`src/hw/pmc_consts.vh`:
```
// Purpose: constants of the power mode controller
// Assumes: included by pmc_top.v and by the bench
// Notes: byte offsets on a 32-bit APB, one word per register
`ifndef PMC_CONSTS_VH
`define PMC_CONSTS_VH

// register byte offsets
`define PMC_OFS_CTRL1 8'h00
`define PMC_OFS_CTRL2 8'h04
`define PMC_OFS_TMRA 8'h08
`define PMC_OFS_CCR 8'h0c
`define PMC_OFS_IEN 8'h10
`define PMC_OFS_MODE 8'h14
`define PMC_OFS_ISTAT 8'h18
`define PMC_OFS_IMASK 8'h1c

// system_control_reg_one fields
`define PMC_C1_STANDBY_ENABLE 7
`define PMC_C1_STS_HI 6
`define PMC_C1_STS_LO 4
`define PMC_C1_LOW_SPEED_SELECT 3
`define PMC_C1_DIV_HI 1
`define PMC_C1_DIV_LO 0
`define PMC_C1_MASK 8'hfb

// system_control_reg_two fields
`define PMC_C2_DIRECT_TRANSFER_ENABLE 3
`define PMC_C2_MEDIUM_SPEED_SELECT 2
`define PMC_C2_MASK 8'h0c

// timer_a_mode_reg and condition_code_reg fields
`define PMC_TM_WTS 3
`define PMC_CC_IMASK 7

// interrupt enable bits
`define PMC_IE_EXT_INTERRUPT_ZERO 0
`define PMC_IE_EXT_INTERRUPT_ONE 1
`define PMC_IE_TMRA 2
`define PMC_IE_OTHER 3
`define PMC_IE_DT 4

// sticky event bits
`define PMC_EV_MODE 0
`define PMC_EV_DT 1
`define PMC_EV_WAKE 2

// reset values
`define PMC_RST_BYTE 8'h00
`define PMC_RST_CCR 8'h80
`define PMC_RST_IEN 5'h00
`define PMC_RST_EV 3'h0

// settling and clock divider counts
`define PMC_SETTLE_STATES 18'h02000
`define PMC_STS_TOP_SHIFT 3'h4
`define PMC_CNT_ONE 18'h00001
`define PMC_CNT_ZERO 18'h00000
`define PMC_MS_DIV_BASE 7'h08
`define PMC_SUB_DIV_M1 7'h7f
`define PMC_DIV_ZERO 7'h00
`define PMC_DIV_ONE 7'h01

`endif

```
`src/hw/pmc_top.v`:
```
// Purpose: power mode sequencer with APB registers
// Assumes: sleep_exec_in is a one-cycle pulse on clk_in
// Notes: one settling state equals one clk_in cycle
//
// Contract
// medium speed set: standby, watch, sleep wakes enter medium active
// no wake transition while mask bit set or source disabled
// medium active sleep, standby on, low speed off, watch off: standby
// medium active sleep, standby on, watch timer on: watch mode
// sleep with standby and low speed off: high or medium sleep
// reset pin low ends any mode and holds cpu in reset
// medium active cpu clock rate set by two-bit divider field
// direct transfer switches active modes, then starts its exception
// direct transfer interrupt disabled: enter sleep or watch instead
// direct transfer with mask set: sleep or watch, never woken
// high active to medium active through sleep mode
// medium active to high active through sleep mode
// either active mode to subactive through watch mode
// subactive to active through watch after settling wait
// settling code gives 8192 to 65536 states, top bit 131072
// one one-hot mode register, changed only by sleep, wake, reset
`timescale 1ns/1ps
`include "pmc_consts.vh"

module pmc_top #(
  parameter [17:0] settle_base = `PMC_SETTLE_STATES
) (
  // clock and reset
  input wire clk_in,
  input wire rst_in,
  // apb slave
  input wire psel_in,
  input wire penable_in,
  input wire pwrite_in,
  input wire [7:0] paddr_in,
  input wire [31:0] pwdata_in,
  output reg [31:0] prdata_out,
  output reg pready_out,
  output reg pslverr_out,
  // cpu side
  input wire sleep_exec_in,
  input wire reset_pin_n_in,
  input wire ext_interrupt_zero_in,
  input wire ext_interrupt_one_in,
  input wire timer_a_irq_in,
  input wire other_irq_in,
  // mode outputs
  output reg [9:0] mode_out,
  output reg cpu_reset_out,
  output reg cpu_clk_en_out,
  output reg dt_exc_out,
  output reg wake_exc_out,
  output reg irq_out
);

  // ********************************
  // mode states
  // ********************************
  localparam [9:0] ST_RST = 10'h001;
  localparam [9:0] ST_AHS = 10'h002;
  localparam [9:0] ST_AMS = 10'h004;
  localparam [9:0] ST_SUB = 10'h008;
  localparam [9:0] ST_SHS = 10'h010;
  localparam [9:0] ST_SMS = 10'h020;
  localparam [9:0] ST_STB = 10'h040;
  localparam [9:0] ST_WAT = 10'h080;
  localparam [9:0] ST_SSL = 10'h100;
  localparam [9:0] ST_SET = 10'h200;

  // ********************************
  // functions
  // ********************************
  function [17:0] settle_cycles;
    input [2:0] code;
    begin
      if (code[2]) begin
        settle_cycles = settle_base << `PMC_STS_TOP_SHIFT;
      end else begin
        settle_cycles = settle_base << code[1:0];
      end
    end
  endfunction

  function [7:0] apb_byte;
    input [31:0] d;
    begin
      apb_byte = d[7:0];
    end
  endfunction

  // ********************************
  // registers and state
  // ********************************
  reg [7:0] ctrl1;
  reg [7:0] ctrl2;
  reg [7:0] tmra;
  reg [7:0] condition_code_reg;
  reg [4:0] ien;
  reg [2:0] istat;
  reg [2:0] imask;
  reg [9:0] mode;
  reg [9:0] tgt;
  reg pend;
  reg lock;
  reg [17:0] cnt;
  reg [6:0] dcnt;
  reg [1:0] rpin_sync;
  reg [3:0] irq_s1;
  reg [3:0] irq_s2;

  reg [9:0] next_mode;
  reg [9:0] next_tgt;
  reg next_pend;
  reg next_lock;
  reg [17:0] next_cnt;
  reg ev_dt;
  reg ev_wake;
  reg [31:0] next_rdata;
  reg next_err;

  wire standby_enable = ctrl1[`PMC_C1_STANDBY_ENABLE];
  wire low_speed_select = ctrl1[`PMC_C1_LOW_SPEED_SELECT];
  wire [2:0] sts = ctrl1[`PMC_C1_STS_HI:`PMC_C1_STS_LO];
  wire [1:0] mdiv = ctrl1[`PMC_C1_DIV_HI:`PMC_C1_DIV_LO];
  wire medium_speed_select = ctrl2[`PMC_C2_MEDIUM_SPEED_SELECT];
  wire direct_transfer_enable = ctrl2[`PMC_C2_DIRECT_TRANSFER_ENABLE];
  wire watch_timer_select = tmra[`PMC_TM_WTS];
  wire imask_bit = condition_code_reg[`PMC_CC_IMASK];
  wire rpin = rpin_sync[1];
  wire [9:0] act_tgt = medium_speed_select ? ST_AMS : ST_AHS;
  // a locked-out mode ignores every wake source
  wire [3:0] q = irq_s2 & ien[3:0] & {4{~imask_bit & ~lock}};
  wire dt_ok = direct_transfer_enable & ien[`PMC_IE_DT] & ~imask_bit;
  wire is_sub = (mode == ST_SUB);

  wire setup = psel_in & penable_in & ~pready_out;
  wire acc = psel_in & penable_in & pready_out;
  wire wr = acc & pwrite_in;
  wire rd_stat = acc & ~pwrite_in & (paddr_in == `PMC_OFS_ISTAT);

  // ********************************
  // input synchronisers
  // ********************************
  always @(posedge clk_in) begin
    if (rst_in) begin
      rpin_sync <= 2'h0;
      irq_s1 <= 4'h0;
      irq_s2 <= 4'h0;
    end else begin
      rpin_sync <= {rpin_sync[0], reset_pin_n_in};
      irq_s1 <= {other_irq_in, timer_a_irq_in,
                 ext_interrupt_one_in, ext_interrupt_zero_in};
      irq_s2 <= irq_s1;
    end
  end

  // ********************************
  // mode sequencer
  // ********************************
  always @* begin
    next_mode = mode;
    next_tgt = tgt;
    next_pend = pend;
    next_lock = lock;
    next_cnt = cnt;
    ev_dt = 1'b0;
    ev_wake = 1'b0;
    case (mode)
      ST_RST: begin
        if (rpin) begin
          next_mode = ST_AHS;
        end
      end
      ST_AHS, ST_AMS, ST_SUB: begin
        if (sleep_exec_in) begin
          if (direct_transfer_enable & imask_bit) begin
            next_lock = 1'b1;
          end
          if (standby_enable & watch_timer_select) begin
            next_mode = ST_WAT;
            if (dt_ok & low_speed_select & ~is_sub) begin
              next_tgt = ST_SUB;
              next_pend = 1'b1;
            end else if (dt_ok & ~low_speed_select & is_sub) begin
              next_tgt = act_tgt;
              next_pend = 1'b1;
            end
          end else if (standby_enable & ~low_speed_select & ~is_sub) begin
            next_mode = ST_STB;
          end else if (~standby_enable & ~low_speed_select & ~is_sub) begin
            next_mode = medium_speed_select ? ST_SMS : ST_SHS;
            if (dt_ok & (mode == ST_AHS) & medium_speed_select) begin
              next_tgt = ST_AMS;
              next_pend = 1'b1;
            end else if (dt_ok & (mode == ST_AMS) & ~medium_speed_select) begin
              next_tgt = ST_AHS;
              next_pend = 1'b1;
            end
          end else if (~standby_enable & low_speed_select & watch_timer_select & is_sub) begin
            next_mode = ST_SSL;
          end
        end
      end
      ST_SHS, ST_SMS: begin
        if (pend) begin
          next_mode = tgt;
          next_pend = 1'b0;
          ev_dt = 1'b1;
        end else if (|q) begin
          next_mode = (mode == ST_SMS) ? ST_AMS : ST_AHS;
          ev_wake = 1'b1;
        end
      end
      ST_STB: begin
        if (q[`PMC_IE_EXT_INTERRUPT_ZERO] | q[`PMC_IE_EXT_INTERRUPT_ONE]) begin
          next_mode = ST_SET;
          next_tgt = act_tgt;
          next_cnt = settle_cycles(sts);
        end
      end
      ST_WAT: begin
        if (pend) begin
          if (tgt == ST_SUB) begin
            next_mode = ST_SUB;
            next_pend = 1'b0;
            ev_dt = 1'b1;
          end else begin
            next_mode = ST_SET;
            next_cnt = settle_cycles(sts);
          end
        end else if (q[`PMC_IE_EXT_INTERRUPT_ZERO] | q[`PMC_IE_TMRA]) begin
          if (low_speed_select) begin
            next_mode = ST_SUB;
            ev_wake = 1'b1;
          end else begin
            next_mode = ST_SET;
            next_tgt = act_tgt;
            next_cnt = settle_cycles(sts);
          end
        end
      end
      ST_SSL: begin
        if (|q) begin
          next_mode = ST_SUB;
          ev_wake = 1'b1;
        end
      end
      ST_SET: begin
        if (cnt == `PMC_CNT_ONE) begin
          next_mode = tgt;
          next_pend = 1'b0;
          ev_dt = pend;
          ev_wake = ~pend;
          next_cnt = `PMC_CNT_ZERO;
        end else begin
          next_cnt = cnt - `PMC_CNT_ONE;
        end
      end
      default: begin
        next_mode = ST_RST;
      end
    endcase
    if (~rpin) begin
      next_mode = ST_RST;
      next_pend = 1'b0;
      next_lock = 1'b0;
      next_cnt = `PMC_CNT_ZERO;
    end
  end

  always @(posedge clk_in) begin
    if (rst_in) begin
      mode <= ST_RST;
      tgt <= ST_AHS;
      pend <= 1'b0;
      lock <= 1'b0;
      cnt <= `PMC_CNT_ZERO;
    end else begin
      mode <= next_mode;
      tgt <= next_tgt;
      pend <= next_pend;
      lock <= next_lock;
      cnt <= next_cnt;
    end
  end

  // ********************************
  // cpu clock enable
  // ********************************
  // divider restarts on every mode change so the first
  // enable after a switch comes one cycle after the switch
  always @(posedge clk_in) begin
    if (rst_in || (next_mode != mode)) begin
      dcnt <= `PMC_DIV_ZERO;
      cpu_clk_en_out <= 1'b0;
    end else begin
      case (mode)
        ST_AHS: begin
          dcnt <= `PMC_DIV_ZERO;
          cpu_clk_en_out <= 1'b1;
        end
        ST_AMS: begin
          cpu_clk_en_out <= (dcnt == `PMC_DIV_ZERO);
          if (dcnt == `PMC_DIV_ZERO) begin
            dcnt <= (`PMC_MS_DIV_BASE << mdiv) - `PMC_DIV_ONE;
          end else begin
            dcnt <= dcnt - `PMC_DIV_ONE;
          end
        end
        ST_SUB: begin
          cpu_clk_en_out <= (dcnt == `PMC_DIV_ZERO);
          if (dcnt == `PMC_DIV_ZERO) begin
            dcnt <= `PMC_SUB_DIV_M1;
          end else begin
            dcnt <= dcnt - `PMC_DIV_ONE;
          end
        end
        default: begin
          dcnt <= `PMC_DIV_ZERO;
          cpu_clk_en_out <= 1'b0;
        end
      endcase
    end
  end

  // ********************************
  // mode outputs
  // ********************************
  always @(posedge clk_in) begin
    if (rst_in) begin
      mode_out <= ST_RST;
      cpu_reset_out <= 1'b1;
      dt_exc_out <= 1'b0;
      wake_exc_out <= 1'b0;
    end else begin
      mode_out <= next_mode;
      cpu_reset_out <= (next_mode == ST_RST);
      dt_exc_out <= ev_dt;
      wake_exc_out <= ev_wake;
    end
  end

  // ********************************
  // apb registers
  // ********************************
  always @* begin
    next_err = 1'b0;
    next_rdata = 32'h00000000;
    case (paddr_in)
      `PMC_OFS_CTRL1: next_rdata[7:0] = ctrl1;
      `PMC_OFS_CTRL2: next_rdata[7:0] = ctrl2;
      `PMC_OFS_TMRA: next_rdata[7:0] = tmra;
      `PMC_OFS_CCR: next_rdata[7:0] = condition_code_reg;
      `PMC_OFS_IEN: next_rdata[4:0] = ien;
      `PMC_OFS_MODE: next_rdata[11:0] = {lock, pend, mode};
      `PMC_OFS_ISTAT: next_rdata[2:0] = istat;
      `PMC_OFS_IMASK: next_rdata[2:0] = imask;
      default: next_err = 1'b1;
    endcase
  end

  always @(posedge clk_in) begin
    if (rst_in) begin
      pready_out <= 1'b0;
      pslverr_out <= 1'b0;
      prdata_out <= 32'h00000000;
    end else begin
      pready_out <= setup;
      pslverr_out <= setup & next_err;
      prdata_out <= (setup & ~pwrite_in) ? next_rdata : 32'h00000000;
    end
  end

  always @(posedge clk_in) begin
    if (rst_in) begin
      ctrl1 <= `PMC_RST_BYTE;
      ctrl2 <= `PMC_RST_BYTE;
      tmra <= `PMC_RST_BYTE;
      condition_code_reg <= `PMC_RST_CCR;
      ien <= `PMC_RST_IEN;
      imask <= `PMC_RST_EV;
    end else if (wr) begin
      case (paddr_in)
        `PMC_OFS_CTRL1: ctrl1 <= apb_byte(pwdata_in) & `PMC_C1_MASK;
        `PMC_OFS_CTRL2: ctrl2 <= apb_byte(pwdata_in) & `PMC_C2_MASK;
        `PMC_OFS_TMRA: tmra <= apb_byte(pwdata_in);
        `PMC_OFS_CCR: condition_code_reg <= apb_byte(pwdata_in);
        `PMC_OFS_IEN: ien <= pwdata_in[4:0];
        `PMC_OFS_IMASK: imask <= pwdata_in[2:0];
        default: ctrl1 <= ctrl1;
      endcase
    end
  end

  // ********************************
  // events and interrupt
  // ********************************
  // a new event in the clearing read's cycle survives
  wire [2:0] ev_now = {ev_wake, ev_dt, next_mode != mode};

  always @(posedge clk_in) begin
    if (rst_in) begin
      istat <= `PMC_RST_EV;
      irq_out <= 1'b0;
    end else begin
      istat <= (istat & {3{~rd_stat}}) | ev_now;
      irq_out <= |(((istat & {3{~rd_stat}}) | ev_now) & imask);
    end
  end

endmodule

```
`config.mk`:
```
export PLATFORM = sky130hd
export DESIGN_NAME = pmc_top
export DESIGN_NICKNAME = d
export VERILOG_FILES = /design/src/hw/pmc_top.v
export VERILOG_INCLUDE_DIRS = /design/src /design/src/hw
export SDC_FILE = /design/constraint.sdc
export NUM_CORES = 1
export LEC_CHECK = 0
export ABC_AREA = 1
export BUFFER_PORTS_ARGS = -buffer_cell sky130_fd_sc_hd__buf_4
export CELL_PAD_IN_SITES_DETAIL_PLACEMENT = 1
export CELL_PAD_IN_SITES_GLOBAL_PLACEMENT = 1
export CORE_ASPECT_RATIO = 2
export CORE_MARGIN = 2
export CORE_UTILIZATION = 40
export CTS_CLUSTER_SIZE = 14
export DETAILED_ROUTE_END_ITERATION = 8
export HOLD_SLACK_MARGIN = 0.12
export PLACE_DENSITY = 0.86
export SLEW_MARGIN = 20
export SYNTH_ARGS = -nofsm -noshare
export SYNTH_HDL_FRONTEND = slang
export SYNTH_SLANG_ARGS = --single-unit
```
`constraint.sdc`:
```
create_clock -name clk_in -period 2.9 [get_ports clk_in]
set_input_delay 0.29 -clock clk_in [delete_from_list [all_inputs] [get_ports clk_in]]
set_output_delay 0.29 -clock clk_in [all_outputs]
set_load 0.02 [all_outputs]
```
==> run_results.csv <==
group,metric,value,unit
timing,setup_viol,0,
cells_and_area,reg_top3,"cnt x18, prdata_out x12, mode_out x10",
critical_path,crit_path_frequent_cell,"nand2_1",
critical_path,arrival,3.09,ns
drt,wl_per_cell,19.9,um
drt,first_iter_violations,508,
worst_hold_path,holdCritPathClass,"in2reg",
timing,drv_slew,0,
floorplan,ios,100,
run_status,status,"finished, final reports clean",
grt,grt-ovfl-total,0,
cells_and_area,finalNetCount,1045,
timing,setup_ws,0.120,ns
critical_path,crit_chain,"nor2_2 > buf_4 > nand2_1 > nor2_2 > nand2_2 > nand3_4 > nor2_4 > a21oi_4 > nand3_1 > nand2_1 > nand2_1 > nor3_2 > buf_4 > nand3_2 > nor2_4 > nand3_2 > nor2_1",
critical_path,crit_type,"reg2reg",
pwr,power,2.88,mW
drt,top_layer,"met4",
clocking,clkTransAtPathRegs,0.08,ns
timing,fin_crit_sh,95.9,%
timing,fmax,360,MHz
clocking,htreeDepth,3,
floorplan,core-area,14700,um2
critical_path,critical-path-top-delay-family,"simple AND/OR/NAND/NOR gates",
grt,grt_max_degree,40,
clocking,cts_buffers,9,
critical_path,required,3.21,ns
cells_and_area,final_cell_mix,"nand2_1, nor2_1, buf_4",
placed_design,dpl_cell_area,6800,um2
cells_and_area,drive_above_1_share,18.5,%
pwr,peakVddDrop,0.321,mV
synthesis,synth.distinct_cells,50,
floorplan,die-area,16000,um2
grt,antenna_found_initial,0,
drt,drc,0,
floorplan,start_util,40.7,%
critical_path,cp_slowest_stage_delay,0.34,ns
clocking,cts_root_buf,"clkbuf_16",
cells_and_area,largest_reg_flops,18,
cells_and_area,multi_input_area,3270,um2
placed_design,dpl.cell_count,1169,
floorplan,fp.dieH,177,um
timing,hold_viol_final,0,
synthesis,synth_seq_cells,105,
drt,met1Wirelength,7370,um
synthesis,synth_area,5990,um2
critical_path,start_kind,"flip-flop",
cells_and_area,seqCellArea,2120,um2
grt,grt_pass1_wl,35600,um
grt,track_usage,29.1,%
critical_path,cp_slowest_cell,"dfxtp_1",
job,drv_cap,0,
cells_and_area,final_cells,1191,
synthesis,synthCells,894,
placed_design,dpl.hpwl,18400,um
synthesis,synth_ff_type,"dfxtp_1",
cells_and_area,syn_to_final_growth,20.3,%
clocking,cts.sinks,105,
grt,grt_pass1_vias,6996,
pwr,cellPowerDensity,399,nW/um2
synthesis,synth.avg_cell_area,6.70,um2
cells_and_area,design_area,7210,um2
placed_design,numPortBuffers,55,
clocking,clock_latency,0.37,ns
critical_path,crit_fanout,5,
clocking,cts_tree,"done",
placed_design,place_ws,0.0668,ns
cells_and_area,diodes,0,
drt,wl,23700,um
cells_and_area,final_common_cell,"nand2_1",
drt,drtPass1Iterations,5,
drt,wl_met3,902,um
timing,max_slew_margin,58.1,%
clocking,cts_buffer_depth,2,
floorplan,die_w,90.6,um
critical_path,crit_path_end_kind,"flip-flop",
timing,worst-slew-pin-transition,0.624,ns
pwr,p_leak,3.31,nW
floorplan,rows,63,
drt,viasPerCell,5.54,
timing,period_needed,2.78,ns
drt,dr_wl_met2,13100,um
placed_design,place.gp.congestion,0.996,
cells_and_area,max_flop_register,"cnt",
synthesis,synth-edff-count,0,
synthesis,yosysWarningCount,0,
timing,setup_tns,0,ns
synthesis,async_reset_ff_share,0,%
critical_path,worstPathBufferInverterCount,2,
cells_and_area,nFillCells,2016,
drt,routed-via-count,6597,
synthesis,seq_area_frac_synth,35.1,%
drt,postRouteAntennaNets,0,
timing,skew,0.00925,ns
-- worst min-delay path: cells and delay by family --
family	cells	cell delay [ns]
and+or+nand+nor	1	0.07
buffers and inverters	2	0.11
-- repair_timing --
item	CTS	global route
gates cloned	0	1
resized for setup	0	19
endpoints found under the setup margin	1	9
hold endpoints to repair	2	0
pin swaps	1	3
hold buffers	2	0
buffers inserted	0	3
-- per-layer routing --
metal	vias up	GRT usage (%)
met5	-	0
met4	0	26.9
met3	134	4.51
met2	236	56.9
met1	3126	24.1
li1	3101	-
-- kinds of logic after synthesis --
logic type	synth area share [%]
other cells	0.0626
simple gates	34.8
xor+xnor	0.731
buf+inv	12.1
compound gates	16.6
flops	35.1
fa+ha+maj	0.626
-- path summary, 6_finish.rpt --
path	startpoint	end	cells after the start	slack, ns
max	mode_out[7]$_SDFF_PP0_	dcnt[5]$_SDFF_PP0_	17	0.12
min	ext_interrupt_zero_in	irq_s1[0]$_SDFF_PP0_	3	0.12
max reg2reg	mode_out[7]$_SDFF_PP0_	dcnt[5]$_SDFF_PP0_	17	0.12
min reg2reg	irq_s1[1]$_SDFF_PP0_	irq_s2[1]$_SDFF_PP0_	2	0.41
-- synthesized netlist by cell type (6+ instances only) --
master / number / area share (%)
a21oi_1: 56 / 4.7
a31oi_1: 9 / 0.94
buf_4: 21 / 2.6
buf_6: 6 / 1.1
clkbuf_1: 12 / 0.75
dfxtp_1: 105 / 35
inv_1: 106 / 6.6
inv_2: 7 / 0.44
nand2_1: 173 / 11
nand2_2: 6 / 0.63
nand3_1: 60 / 5.0
nand3_2: 7 / 1.2
nand4_1: 22 / 2.3
nor2_1: 137 / 8.6
nor3_1: 22 / 1.8
o211ai_1: 6 / 0.75
o21ai_0: 67 / 5.6
o22ai_1: 6 / 0.63
-- metrics by stage --
| step | hold slack (ns) | util (%) |
|---|---|---|
| after floorplan | 0.388 | - |
| after global placement | 0.390 | 46.1 |
| after detailed placement | 0.400 | 46.1 |
| after CTS | 0.121 | 48.3 |
| after global routing | 0.138 | 48.9 |
| final | 0.120 | 48.9 |
-- report_power, final --
part	switching (mW)	total [mW]	internal, mW
logic	0.120	0.177	0.0571
registers	0.00717	1.45	1.45
clock network	0.640	1.25	0.607
total	0.767	2.88	2.11
-- final cells by class --
cell class,count,area share [%]
repair buffers,109,11.6
flip-flops and latches,105,29.4
inverters,115,6.06
multi-input cells,651,45.4
clock inverters,7,1.02
well taps,195,3.38
clock buffers,9,3.12
Note: power is estimated with default switching activity, not from simulation.
